<file path="src/hdl/ipv_map.svh">
// Register offsets, field positions, reset values and vectors of the interrupt controller.
// How it works
// - A peripheral flag requests only with global mask clear and its enable set.
// - A blocked flag stays latched and pending instead of being dropped.
// - Writing zero to a flag bit in the status register clears it.
// - Status read with flag set, then associated register access, clears the flag.
// - A clearing sequence drops the latch, losing a request still waiting for enable.
// - Wakeup and external lines vector to FFFA, FFF8, FFF6, FFF4, FFF0, FFEE.
// - Timer output compare vectors to FFEA and never wakes from halt.
// - Timer overflow vectors to FFE8 and may leave timed halt.
// - Light timer capture at FFE6, tick at FFE4; these two are lowest priority.
// - Timer overflow and tick leave timed halt only, never plain halt.
// - The wakeup unit interrupt at FFFA leaves only wakeup halt mode.
// - A falling edge on line one never wakes from any halt mode.
// - Sensitivity fields: bits 5:4 line two, 3:2 line one, 1:0 line zero.
// - All eight sensitivity bits are writable only while global mask is set.
// - Changing a line's sensitivity clears that line's pending request.
// - Codes: 00 falling plus low, 01 rising, 10 falling, 11 both edges.
// - The sensitivity register resets to zero on every line.
// - Among pending requests the lowest slot number is serviced first.
// - A latched external edge request clears when its service is entered.
// - Entering any service sets the global mask so no slot request nests; a trap ignores the mask and still can.
`ifndef IPV_MAP_SVH
`define IPV_MAP_SVH

`define IPV_ADDR_PSTAT 12'h000
`define IPV_ADDR_PEN 12'h004
`define IPV_ADDR_ASSOC 12'h008
`define IPV_SENSE_INDEX 12'h037
`define IPV_ADDR_SENSE 12'h0DC
`define IPV_SENSE_RESET 8'h00
`define IPV_FLAGS_RESET 5'h00

`define IPV_PB_AWU 0
`define IPV_PB_ATOC 1
`define IPV_PB_ATOVF 2
`define IPV_PB_LTIC 3
`define IPV_PB_LTRTC 4

`define IPV_SENSE_FALL_LOW 2'h0
`define IPV_SENSE_RISE 2'h1
`define IPV_SENSE_FALL 2'h2
`define IPV_SENSE_BOTH 2'h3

`define IPV_SLOTS 14
`define IPV_SLOT_AWU 4'h0
`define IPV_SLOT_EXT0 4'h1
`define IPV_SLOT_EXT1 4'h2
`define IPV_SLOT_EXT2 4'h3
`define IPV_SLOT_EXT3 4'h5
`define IPV_SLOT_EXT4 4'h6
`define IPV_SLOT_ATOC 4'h8
`define IPV_SLOT_ATOVF 4'h9
`define IPV_SLOT_LTIC 4'hA
`define IPV_SLOT_LTRTC 4'hB

`define IPV_VEC_RESET 16'hFFFE
`define IPV_VEC_TRAP 16'hFFFC
`define IPV_VEC_SLOT0 16'hFFFA

`endif

</file>
<file path="src/hdl/ipv_pkg.sv">
// Types shared by the interrupt controller modules.
package ipv_pkg;

    typedef enum logic [1:0] {
        IPV_RUN,
        IPV_HALT,
        IPV_TIMED_HALT,
        IPV_AWU_HALT
    } ipv_power_type;

    typedef struct packed {
        logic pready;
        logic pslverr;
        logic [31:0] prdata;
        logic [7:0] sense;
        logic [4:0] flag;
        logic [4:0] enable;
        logic [4:0] clrArm;
        logic [4:0] extPend;
        logic [4:0] extPrev;
        logic trapPend;
        logic intReq;
        logic isTrap;
        logic [3:0] slot;
        logic [15:0] vector;
        logic setMask;
        logic wakeUp;
    } ipv_state_type;

endpackage : ipv_pkg

</file>
<file path="src/hdl/ipv_sync.sv">
// Two-stage synchroniser for the external interrupt pins.
`timescale 1ns/10ps
module ipv_sync #(
    parameter int WIDTH = 5
) (
    input wire logic clk,
    input wire logic reset_n,
    input wire logic ce,
    input wire logic [WIDTH-1:0] din,
    output logic [WIDTH-1:0] dout
);

    typedef struct packed {
        logic [WIDTH-1:0] meta;
        logic [WIDTH-1:0] stable;
    } ipv_sync_type;

    ipv_sync_type state_q;
    ipv_sync_type state_d;

    always_comb begin
        state_d = state_q;
        state_d.meta = din;
        state_d.stable = state_q.meta;
    end

    always_ff @(posedge clk or negedge reset_n) begin
        if (!reset_n) begin
            state_q <= '{default: '1};
        end else if (ce) begin
            state_q <= state_d;
        end
    end

    assign dout = state_q.stable;

endmodule : ipv_sync

</file>
<file path="src/hdl/ipv_prio.sv">
// Fixed priority picker: the lowest requesting slot wins.
`timescale 1ns/10ps
module ipv_prio #(
    parameter int SLOTS = 14
) (
    input wire logic [SLOTS-1:0] req,
    output logic valid,
    output logic [3:0] idx
);

    always_comb begin
        valid = 1'b0;
        idx = 4'h0;
        for (int i = SLOTS - 1; i >= 0; i--) begin
            if (req[i]) begin
                valid = 1'b1;
                idx = 4'(i);
            end
        end
    end

endmodule : ipv_prio

</file>
<file path="src/hdl/ipv_ctrl.sv">
// Interrupt controller top: flags, sensitivity, priority, vectors and halt wakeup.
`timescale 1ns/10ps
`include "ipv_map.svh"
module ipv_ctrl
    import ipv_pkg::*;
#(
    parameter logic [1:0] LINE_THREE_SENSE = `IPV_SENSE_FALL_LOW,
    parameter logic [1:0] LINE_FOUR_SENSE = `IPV_SENSE_FALL_LOW
) (
    input wire logic clk,
    input wire logic reset_n,
    input wire logic ce,
    input wire logic psel,
    input wire logic penable,
    input wire logic pwrite,
    input wire logic [11:0] paddr,
    input wire logic [31:0] pwdata,
    output logic [31:0] prdata,
    output logic pready,
    output logic pslverr,
    input wire logic [4:0] extLine,
    input wire logic [4:0] periphEvent,
    input wire logic globalMask,
    input wire logic trapReq,
    input wire logic intAck,
    input wire ipv_power_type powerMode,
    output logic intReq,
    output logic [15:0] intVector,
    output logic setGlobalMask,
    output logic wakeUp
);

    ipv_state_type state_q;
    ipv_state_type state_d;

    logic [4:0] lineLevel;
    logic [4:0] lineRise;
    logic [4:0] lineFall;
    logic [4:0] edgeHit;
    logic [4:0] lowHit;
    logic [4:0] extReq;
    logic [4:0] periphReq;
    logic [`IPV_SLOTS-1:0] slotReq;
    logic prioValid;
    logic [3:0] prioIdx;
    logic apbDone;
    logic apbWrite;
    logic apbRead;
    logic lineOneRiseWake;

    ipv_sync #(
        .WIDTH(5)
    ) u_sync (
        .clk(clk),
        .reset_n(reset_n),
        .ce(ce),
        .din(extLine),
        .dout(lineLevel)
    );

    assign lineRise = lineLevel & ~state_q.extPrev;
    assign lineFall = ~lineLevel & state_q.extPrev;

    // Per-line sensitivity decode: edge latch sets and low level requests.
    genvar g;
    generate
        for (g = 0; g < 5; g++) begin : g_line
            logic [1:0] sense;
            logic hit;
            if (g < 3) begin : g_reg
                assign sense = state_q.sense[2*g+1:2*g];
            end else if (g == 3) begin : g_three
                assign sense = LINE_THREE_SENSE;
            end else begin : g_four
                assign sense = LINE_FOUR_SENSE;
            end
            always_comb begin
                unique case (sense)
                    `IPV_SENSE_FALL_LOW: hit = lineFall[g];
                    `IPV_SENSE_RISE: hit = lineRise[g];
                    `IPV_SENSE_FALL: hit = lineFall[g];
                    `IPV_SENSE_BOTH: hit = lineRise[g] | lineFall[g];
                endcase
            end
            // Each line's edge hit has one driver, its own bit.
            assign edgeHit[g] = hit;
            assign lowHit[g] = (sense == `IPV_SENSE_FALL_LOW) & ~lineLevel[g];
            assign extReq[g] = state_q.extPend[g] | lowHit[g];
        end
    endgenerate

    // Line one wakes only on a rising edge it is sensitive to.
    assign lineOneRiseWake = lineRise[1] & state_q.sense[2];

    assign periphReq = state_q.flag & state_q.enable;

    // Slot map; unused slots are tied low yet keep their priority position.
    assign slotReq = {
        2'b00,
        periphReq[`IPV_PB_LTRTC],
        periphReq[`IPV_PB_LTIC],
        periphReq[`IPV_PB_ATOVF],
        periphReq[`IPV_PB_ATOC],
        1'b0,
        extReq[4],
        extReq[3],
        1'b0,
        extReq[2],
        extReq[1],
        extReq[0],
        periphReq[`IPV_PB_AWU]
    };

    ipv_prio #(
        .SLOTS(`IPV_SLOTS)
    ) u_prio (
        .req(slotReq),
        .valid(prioValid),
        .idx(prioIdx)
    );

    assign apbDone = psel & penable & state_q.pready;
    assign apbWrite = apbDone & pwrite;
    assign apbRead = apbDone & ~pwrite;

    always_comb begin
        logic [4:0] flagClr;
        logic [4:0] extClr;
        logic [7:0] newSense;
        logic mapped;
        logic wakeCond;
        flagClr = 5'h00;
        extClr = 5'h00;
        newSense = pwdata[7:0];
        mapped = 1'b0;
        wakeCond = 1'b0;
        state_d = state_q;
        state_d.extPrev = lineLevel;
        state_d.setMask = 1'b0;

        // Bus slave: one wait state, then the transfer completes with pready.
        state_d.pready = 1'b0;
        if (psel && penable && !state_q.pready) begin
            state_d.pready = 1'b1;
            state_d.prdata = 32'h0000_0000;
            unique case (paddr)
                `IPV_ADDR_PSTAT: begin
                    mapped = 1'b1;
                    state_d.prdata[4:0] = state_q.flag;
                end
                `IPV_ADDR_PEN: begin
                    mapped = 1'b1;
                    state_d.prdata[4:0] = state_q.enable;
                end
                `IPV_ADDR_ASSOC: begin
                    mapped = 1'b1;
                    state_d.prdata[4:0] = state_q.extPend;
                end
                `IPV_ADDR_SENSE: begin
                    mapped = 1'b1;
                    state_d.prdata[7:0] = state_q.sense;
                end
                default: mapped = 1'b0;
            endcase
            state_d.pslverr = ~mapped;
        end else if (!psel) begin
            state_d.pslverr = 1'b0;
        end

        if (apbWrite && paddr == `IPV_ADDR_PSTAT) begin
            flagClr = ~pwdata[4:0];
        end
        if (apbWrite && paddr == `IPV_ADDR_PEN) begin
            state_d.enable = pwdata[4:0];
        end
        if (apbRead && paddr == `IPV_ADDR_PSTAT) begin
            state_d.clrArm = state_q.flag;
        end
        if (apbDone && paddr == `IPV_ADDR_ASSOC) begin
            flagClr = flagClr | state_q.clrArm;
            state_d.clrArm = 5'h00;
        end
        if (apbWrite && paddr == `IPV_ADDR_SENSE && globalMask) begin
            state_d.sense = newSense;
            for (int i = 0; i < 3; i++) begin
                if (newSense[2*i+:2] != state_q.sense[2*i+:2]) begin
                    extClr[i] = 1'b1;
                end
            end
        end

        // Clearing drops the latch even if the source was never enabled.
        state_d.flag = (state_q.flag & ~flagClr) | periphEvent;

        // Service entry, trap and request presentation.
        if (trapReq) begin
            state_d.trapPend = 1'b1;
        end
        if (intAck && state_q.intReq) begin
            state_d.intReq = 1'b0;
            state_d.setMask = 1'b1;
            if (state_q.isTrap) begin
                state_d.trapPend = trapReq;
            end else begin
                unique case (state_q.slot)
                    `IPV_SLOT_EXT0: extClr[0] = 1'b1;
                    `IPV_SLOT_EXT1: extClr[1] = 1'b1;
                    `IPV_SLOT_EXT2: extClr[2] = 1'b1;
                    `IPV_SLOT_EXT3: extClr[3] = 1'b1;
                    `IPV_SLOT_EXT4: extClr[4] = 1'b1;
                    default: extClr = extClr;
                endcase
            end
        end else if (state_q.setMask) begin
            state_d.intReq = 1'b0;
        end else if (state_q.trapPend) begin
            state_d.intReq = 1'b1;
            state_d.isTrap = 1'b1;
            state_d.vector = `IPV_VEC_TRAP;
        end else if (!globalMask && prioValid) begin
            state_d.intReq = 1'b1;
            state_d.isTrap = 1'b0;
            state_d.slot = prioIdx;
            state_d.vector = `IPV_VEC_SLOT0 - {11'h000, prioIdx, 1'b0};
        end else begin
            state_d.intReq = 1'b0;
        end

        // A new edge in the same cycle as a clear wins.
        state_d.extPend = (state_q.extPend & ~extClr) | edgeHit;

        // Halt exit: which sources may leave which low power mode.
        unique case (powerMode)
            IPV_RUN: wakeCond = 1'b0;
            IPV_HALT: begin
                wakeCond = extReq[0] | lineOneRiseWake | extReq[2] | extReq[3];
            end
            IPV_TIMED_HALT: begin
                wakeCond = extReq[0] | lineOneRiseWake | extReq[2] | extReq[3] | extReq[4]
                    | periphReq[`IPV_PB_ATOVF] | periphReq[`IPV_PB_LTRTC];
            end
            IPV_AWU_HALT: begin
                wakeCond = extReq[0] | lineOneRiseWake | extReq[2] | extReq[3]
                    | periphReq[`IPV_PB_AWU];
            end
        endcase
        state_d.wakeUp = wakeCond;
    end

    always_ff @(posedge clk or negedge reset_n) begin
        if (!reset_n) begin
            state_q.pready <= 1'b0;
            state_q.pslverr <= 1'b0;
            state_q.prdata <= 32'h0000_0000;
            state_q.sense <= `IPV_SENSE_RESET;
            state_q.flag <= `IPV_FLAGS_RESET;
            state_q.enable <= `IPV_FLAGS_RESET;
            state_q.clrArm <= `IPV_FLAGS_RESET;
            state_q.extPend <= `IPV_FLAGS_RESET;
            state_q.extPrev <= 5'h1F;
            state_q.trapPend <= 1'b0;
            state_q.intReq <= 1'b0;
            state_q.isTrap <= 1'b0;
            state_q.slot <= 4'h0;
            state_q.vector <= `IPV_VEC_RESET;
            state_q.setMask <= 1'b0;
            state_q.wakeUp <= 1'b0;
        end else if (ce) begin
            state_q <= state_d;
        end
    end

    assign prdata = state_q.prdata;
    assign pready = state_q.pready;
    assign pslverr = state_q.pslverr;
    assign intReq = state_q.intReq;
    assign intVector = state_q.vector;
    assign setGlobalMask = state_q.setMask;
    assign wakeUp = state_q.wakeUp;

endmodule : ipv_ctrl

</file>
<file path="config.mk">
export PLATFORM = sky130hd
export DESIGN_NAME = ipv_ctrl
export DESIGN_NICKNAME = d
export VERILOG_FILES = /design/src/hdl/ipv_pkg.sv /design/src/hdl/ipv_sync.sv /design/src/hdl/ipv_prio.sv /design/src/hdl/ipv_ctrl.sv
export VERILOG_INCLUDE_DIRS = /design/src /design/src/hdl
export SDC_FILE = /design/constraint.sdc
export NUM_CORES = 1
export LEC_CHECK = 0
export ABC_AREA = 1
export BUFFER_PORTS_ARGS = -buffer_cell sky130_fd_sc_hd__buf_2
export CORE_ASPECT_RATIO = 0.75
export CORE_UTILIZATION = 52
export CTS_BUF_LIST = sky130_fd_sc_hd__clkbuf_16
export DETAILED_ROUTE_END_ITERATION = 7
export PLACE_DENSITY = 0.8
export SLEW_MARGIN = 20
export SYNTH_ARGS = -nofsm -noshare
export SYNTH_HDL_FRONTEND = slang
export SYNTH_SLANG_ARGS = --single-unit
</file>
<file path="constraint.sdc">
create_clock -name clk -period 1.9 [get_ports clk]
set_input_delay 0.19 -clock clk [delete_from_list [all_inputs] [get_ports clk]]
set_output_delay 0.19 -clock clk [all_outputs]
set_load 0.01 [all_outputs]
</file>
==> results.yml <==
finish:
  utilization_pct: 61.5
  stdcell_count: 696
  syn_to_final_growth_pct: 13.5
  drive_gt1_share_pct: 21.3
  n_antenna_cell: 0
  num-nets-final: 662
  fin_area_um2: 4550
sta:
  period_share_pct: 92.5
  fin_worst_skew_ps: 6.08
  finalHoldWorstSlack_ps: 57.8
  worst_slack_ps: 143
  fin_setup_tns_ps: 0
  hold_viol: 0
  fmax_mhz: 569
  final_max_slew_viol_count: 0
  fin_crit_ps: 1760
  rsz0062_at_grt: "no"
  setup_viol: 0
global_routing:
  grt_util_all_layers_pct: 23.9
  grt_first_pass_wirelength_mm: 14.8
  grt_antenna_before_repair: 0
  gr-total-overflow: 0
  grt_max_degree: 69
  grt_pass1_vias: 3198
yosys:
  synth-seq-cells: 68
  synthCells: 533
  synth_xor_area_share_pct: 0.218
  synth-simple-area-share_pct: 28.1
  synth_compound_area_share_pct: 9.77
  syn_avg_cell_area_um2: 7.52
  synth.area.mux_share_pct: 0.250
  synth_edf_count: 0
  yosys-top-cells-area: "dfrtp_1 29%, nand2_1 15%, dfstp_2 14%, buf_4 9.2%, o21ai_0 6.7%"
  synth_top_cell_area_share_pct: 29.3
  syn_area_um2: 4010
  synth_fa_ha_area_share_pct: 2.18
  seq_area_frac_synth_pct: 43.1
  yosys_warnings: 0
  synthArstFlopShare_pct: 100
  netlist.top_cell.by_area: "dfrtp_1"
  ys.flop_type: "dfrtp_1"
  yosysUniqueCellTypes: 33
  synth_top_family_by_area: "simple AND/OR/NAND/NOR gates"
drt:
  ant_nets: 0
  drtPass1Iterations: 5
  vias_per_cell: 5.14
  vias: 3574
  drc: 0
  first_iter_violations: 299
  routedWlPerCell_um: 13.1
  wirelength_mm: 9.13
die:
  die_w_um: 103
  rows: 27
  core_area_um2: 7400
  io_pins: 118
  fp.dieH_um: 78.0
  start_util_pct: 54.2
  dieArea_um2: 8070
setup_path:
  crit_path_max_fanout: 7
  critPathSlowestCell: "dfrtp_1"
  arrival_ps: 2020
  start_kind: "flip-flop"
  path_common_cell: "nand2_1"
  endpoint_kind: "flip-flop"
  path_class: "flip-flop to flip-flop"
  crit_path_max_incr_delay_ps: 500
  required_ps: 2170
  path_cells: "nor2_1 > nand2_1 > nand2_1 > nor2_2 > nand4_1 > inv_1 > ha_1 > inv_1 > nand4_1 > nand3_1 > nand2_1"
clocking:
  clkSinkCount: 68
  cts_tree: "built"
  cts_buffers: 9
  clk_latency_ps: 320
  cts.clk_slew.worst_paths_ps: 50
  htree_num_levels: 3
  cts-root-buf: "clkbuf_16"
  clk_path_buf_depth: 2
place:
  post_dp_cell_area_um2: 4260
  hpwl_mm: 6.80
  gp_congestion: 0.921
  portBuffers: 68
  dp.cells: 679
  pre_cts_slack_ps: 150
power_and_ir_drop:
  p_seq_share_pct: 45.0
  power_density_nw_per_um2: 818
  p_leak_nw: 2.45
  clock_power_share_pct: 41.7
  cellInternalPower_mw: 2.75
  comb_power_share_pct: 13.3
  swShare_pct: 26.2
  ir_drop_mv: 0.361
  p_sw_uw: 973
  power.total_mw: 3.72
status:
  outcome: "finished, final reports clean"
flow_run:
  cap_viol_max_count: 0
worst_hold_path:
  min_path_type: "input pin to flip-flop"
==> timing repair <==
item                                   in CTS  in global routing
setup endpoints to repair                   0                  2
endpoints found under the hold margin      47                  0
gates resized for setup                     0                  2
buffers inserted                            0                  0
hold buffers                                1                  0
==> cell usage in the layout, fill, tap and decap left out, types with 5 or more instances in the layout <==
cell type  count
buf_2         68
buf_4         12
o21ai_0       54
clkbuf_16      9
nand4_1       14
nor2_1        33
ha_1           7
dfrtp_1       47
a21oi_1        8
nand2_1      162
dfstp_2       21
nor3_1         5
inv_1         64
conb_1        25
nand3_1       30
==> layout make-up <==
| cell class | count | area (um^2) |
|---|---|---|
| Fill cell | 678 | 2850 |
| Sequential cell | 68 | 1730 |
| Multi-Input combinational cell | 367 | 1730 |
| Timing Repair Buffer | 82 | 460 |
| Inverter | 62 | 233 |
| Clock buffer | 9 | 225 |
| Tap cell | 101 | 126 |
| Clock inverter | 7 | 52.6 |
==> cells by family (layout without fill, tap and decap cells) <==
group           after synthesis  count (layout)
buf+inv                     122             160
simple gates                260             260
flops                        68              68
other cells                   1              25
xor+xnor                      1               1
mux                           1               1
compound gates               73              73
fa+ha+maj                     7               7
==> worst paths after layout <==
path,start,depth (start not counted),to,slack [ps]
setup / recovery,g_line[0].sense[1],11,intVector[4],140
hold / removal,periphEvent[0],3,state_q[45],60
setup reg to reg,g_line[0].sense[1],11,intVector[4],140
hold reg to reg,u_sync.state_d[0],2,u_sync.state_d[0],460
max in group asynchronous,reset_n,3,u_sync.dout[0],1140
min in group asynchronous,reset_n,3,prdata[5],400
==> state kept, by name, indices dropped and copies added, names as in the netlist <==
signal          flops
pready              1
prdata              8
intReq              1
intVector           6
g_line.sense        6
setGlobalMask       1
wakeUp              1
state_q            33
u_sync.state_d      5
pslverr             1
u_sync.dout         5
==> power by group through the flow <==
stage | clock network, mW | registers, mW | logic, mW
5_1_grt | 1.66 | 1.69 | 0.568
3_5_place_dp | 0 | 1.69 | 0.486
4_1_cts | 1.59 | 1.67 | 0.490
6_report | 1.55 | 1.67 | 0.494
2_1_floorplan | 0 | 1.68 | 0.347
3_3_place_gp | 0 | 1.69 | 0.471
==> worst max-delay path: cells and delay by family, from the launching register on <==
| kind | cells | cell delay, ps |
|---|---|---|
| adder cells (fa/ha/maj) | 1 | 160 |
| AND/OR/NAND/NOR | 8 | 900 |
| buffers and inverters | 2 | 140 |
| flip-flops | 1 | 500 |
==> Yosys cell counts (4+ instances only) <==
| library cell | n |
|---|---|
| nand2_1 | 162 |
| inv_1 | 62 |
| o21ai_0 | 54 |
| buf_4 | 49 |
| dfrtp_1 | 47 |
| nor2_1 | 33 |
| nand3_1 | 31 |
| dfstp_2 | 21 |
| nand4_1 | 14 |
| a21oi_1 | 9 |
| ha_1 | 7 |
| clkbuf_1 | 6 |
| nor3_1 | 5 |
| nand2_2 | 4 |
| nor2_2 | 4 |
==> routing by layer <==
metal | track usage (%) | part of all wire (%) | vias to the layer above
li1 | - | - | 1742
met4 | 7.18 | 1.9 | 0
met3 | 4.63 | 6.6 | 24
met1 | 34.5 | 47 | 1658
met5 | 0 | 0 | -
met2 | 36.3 | 44 | 150
No activity file was read; power rests on OpenSTA's default activity.
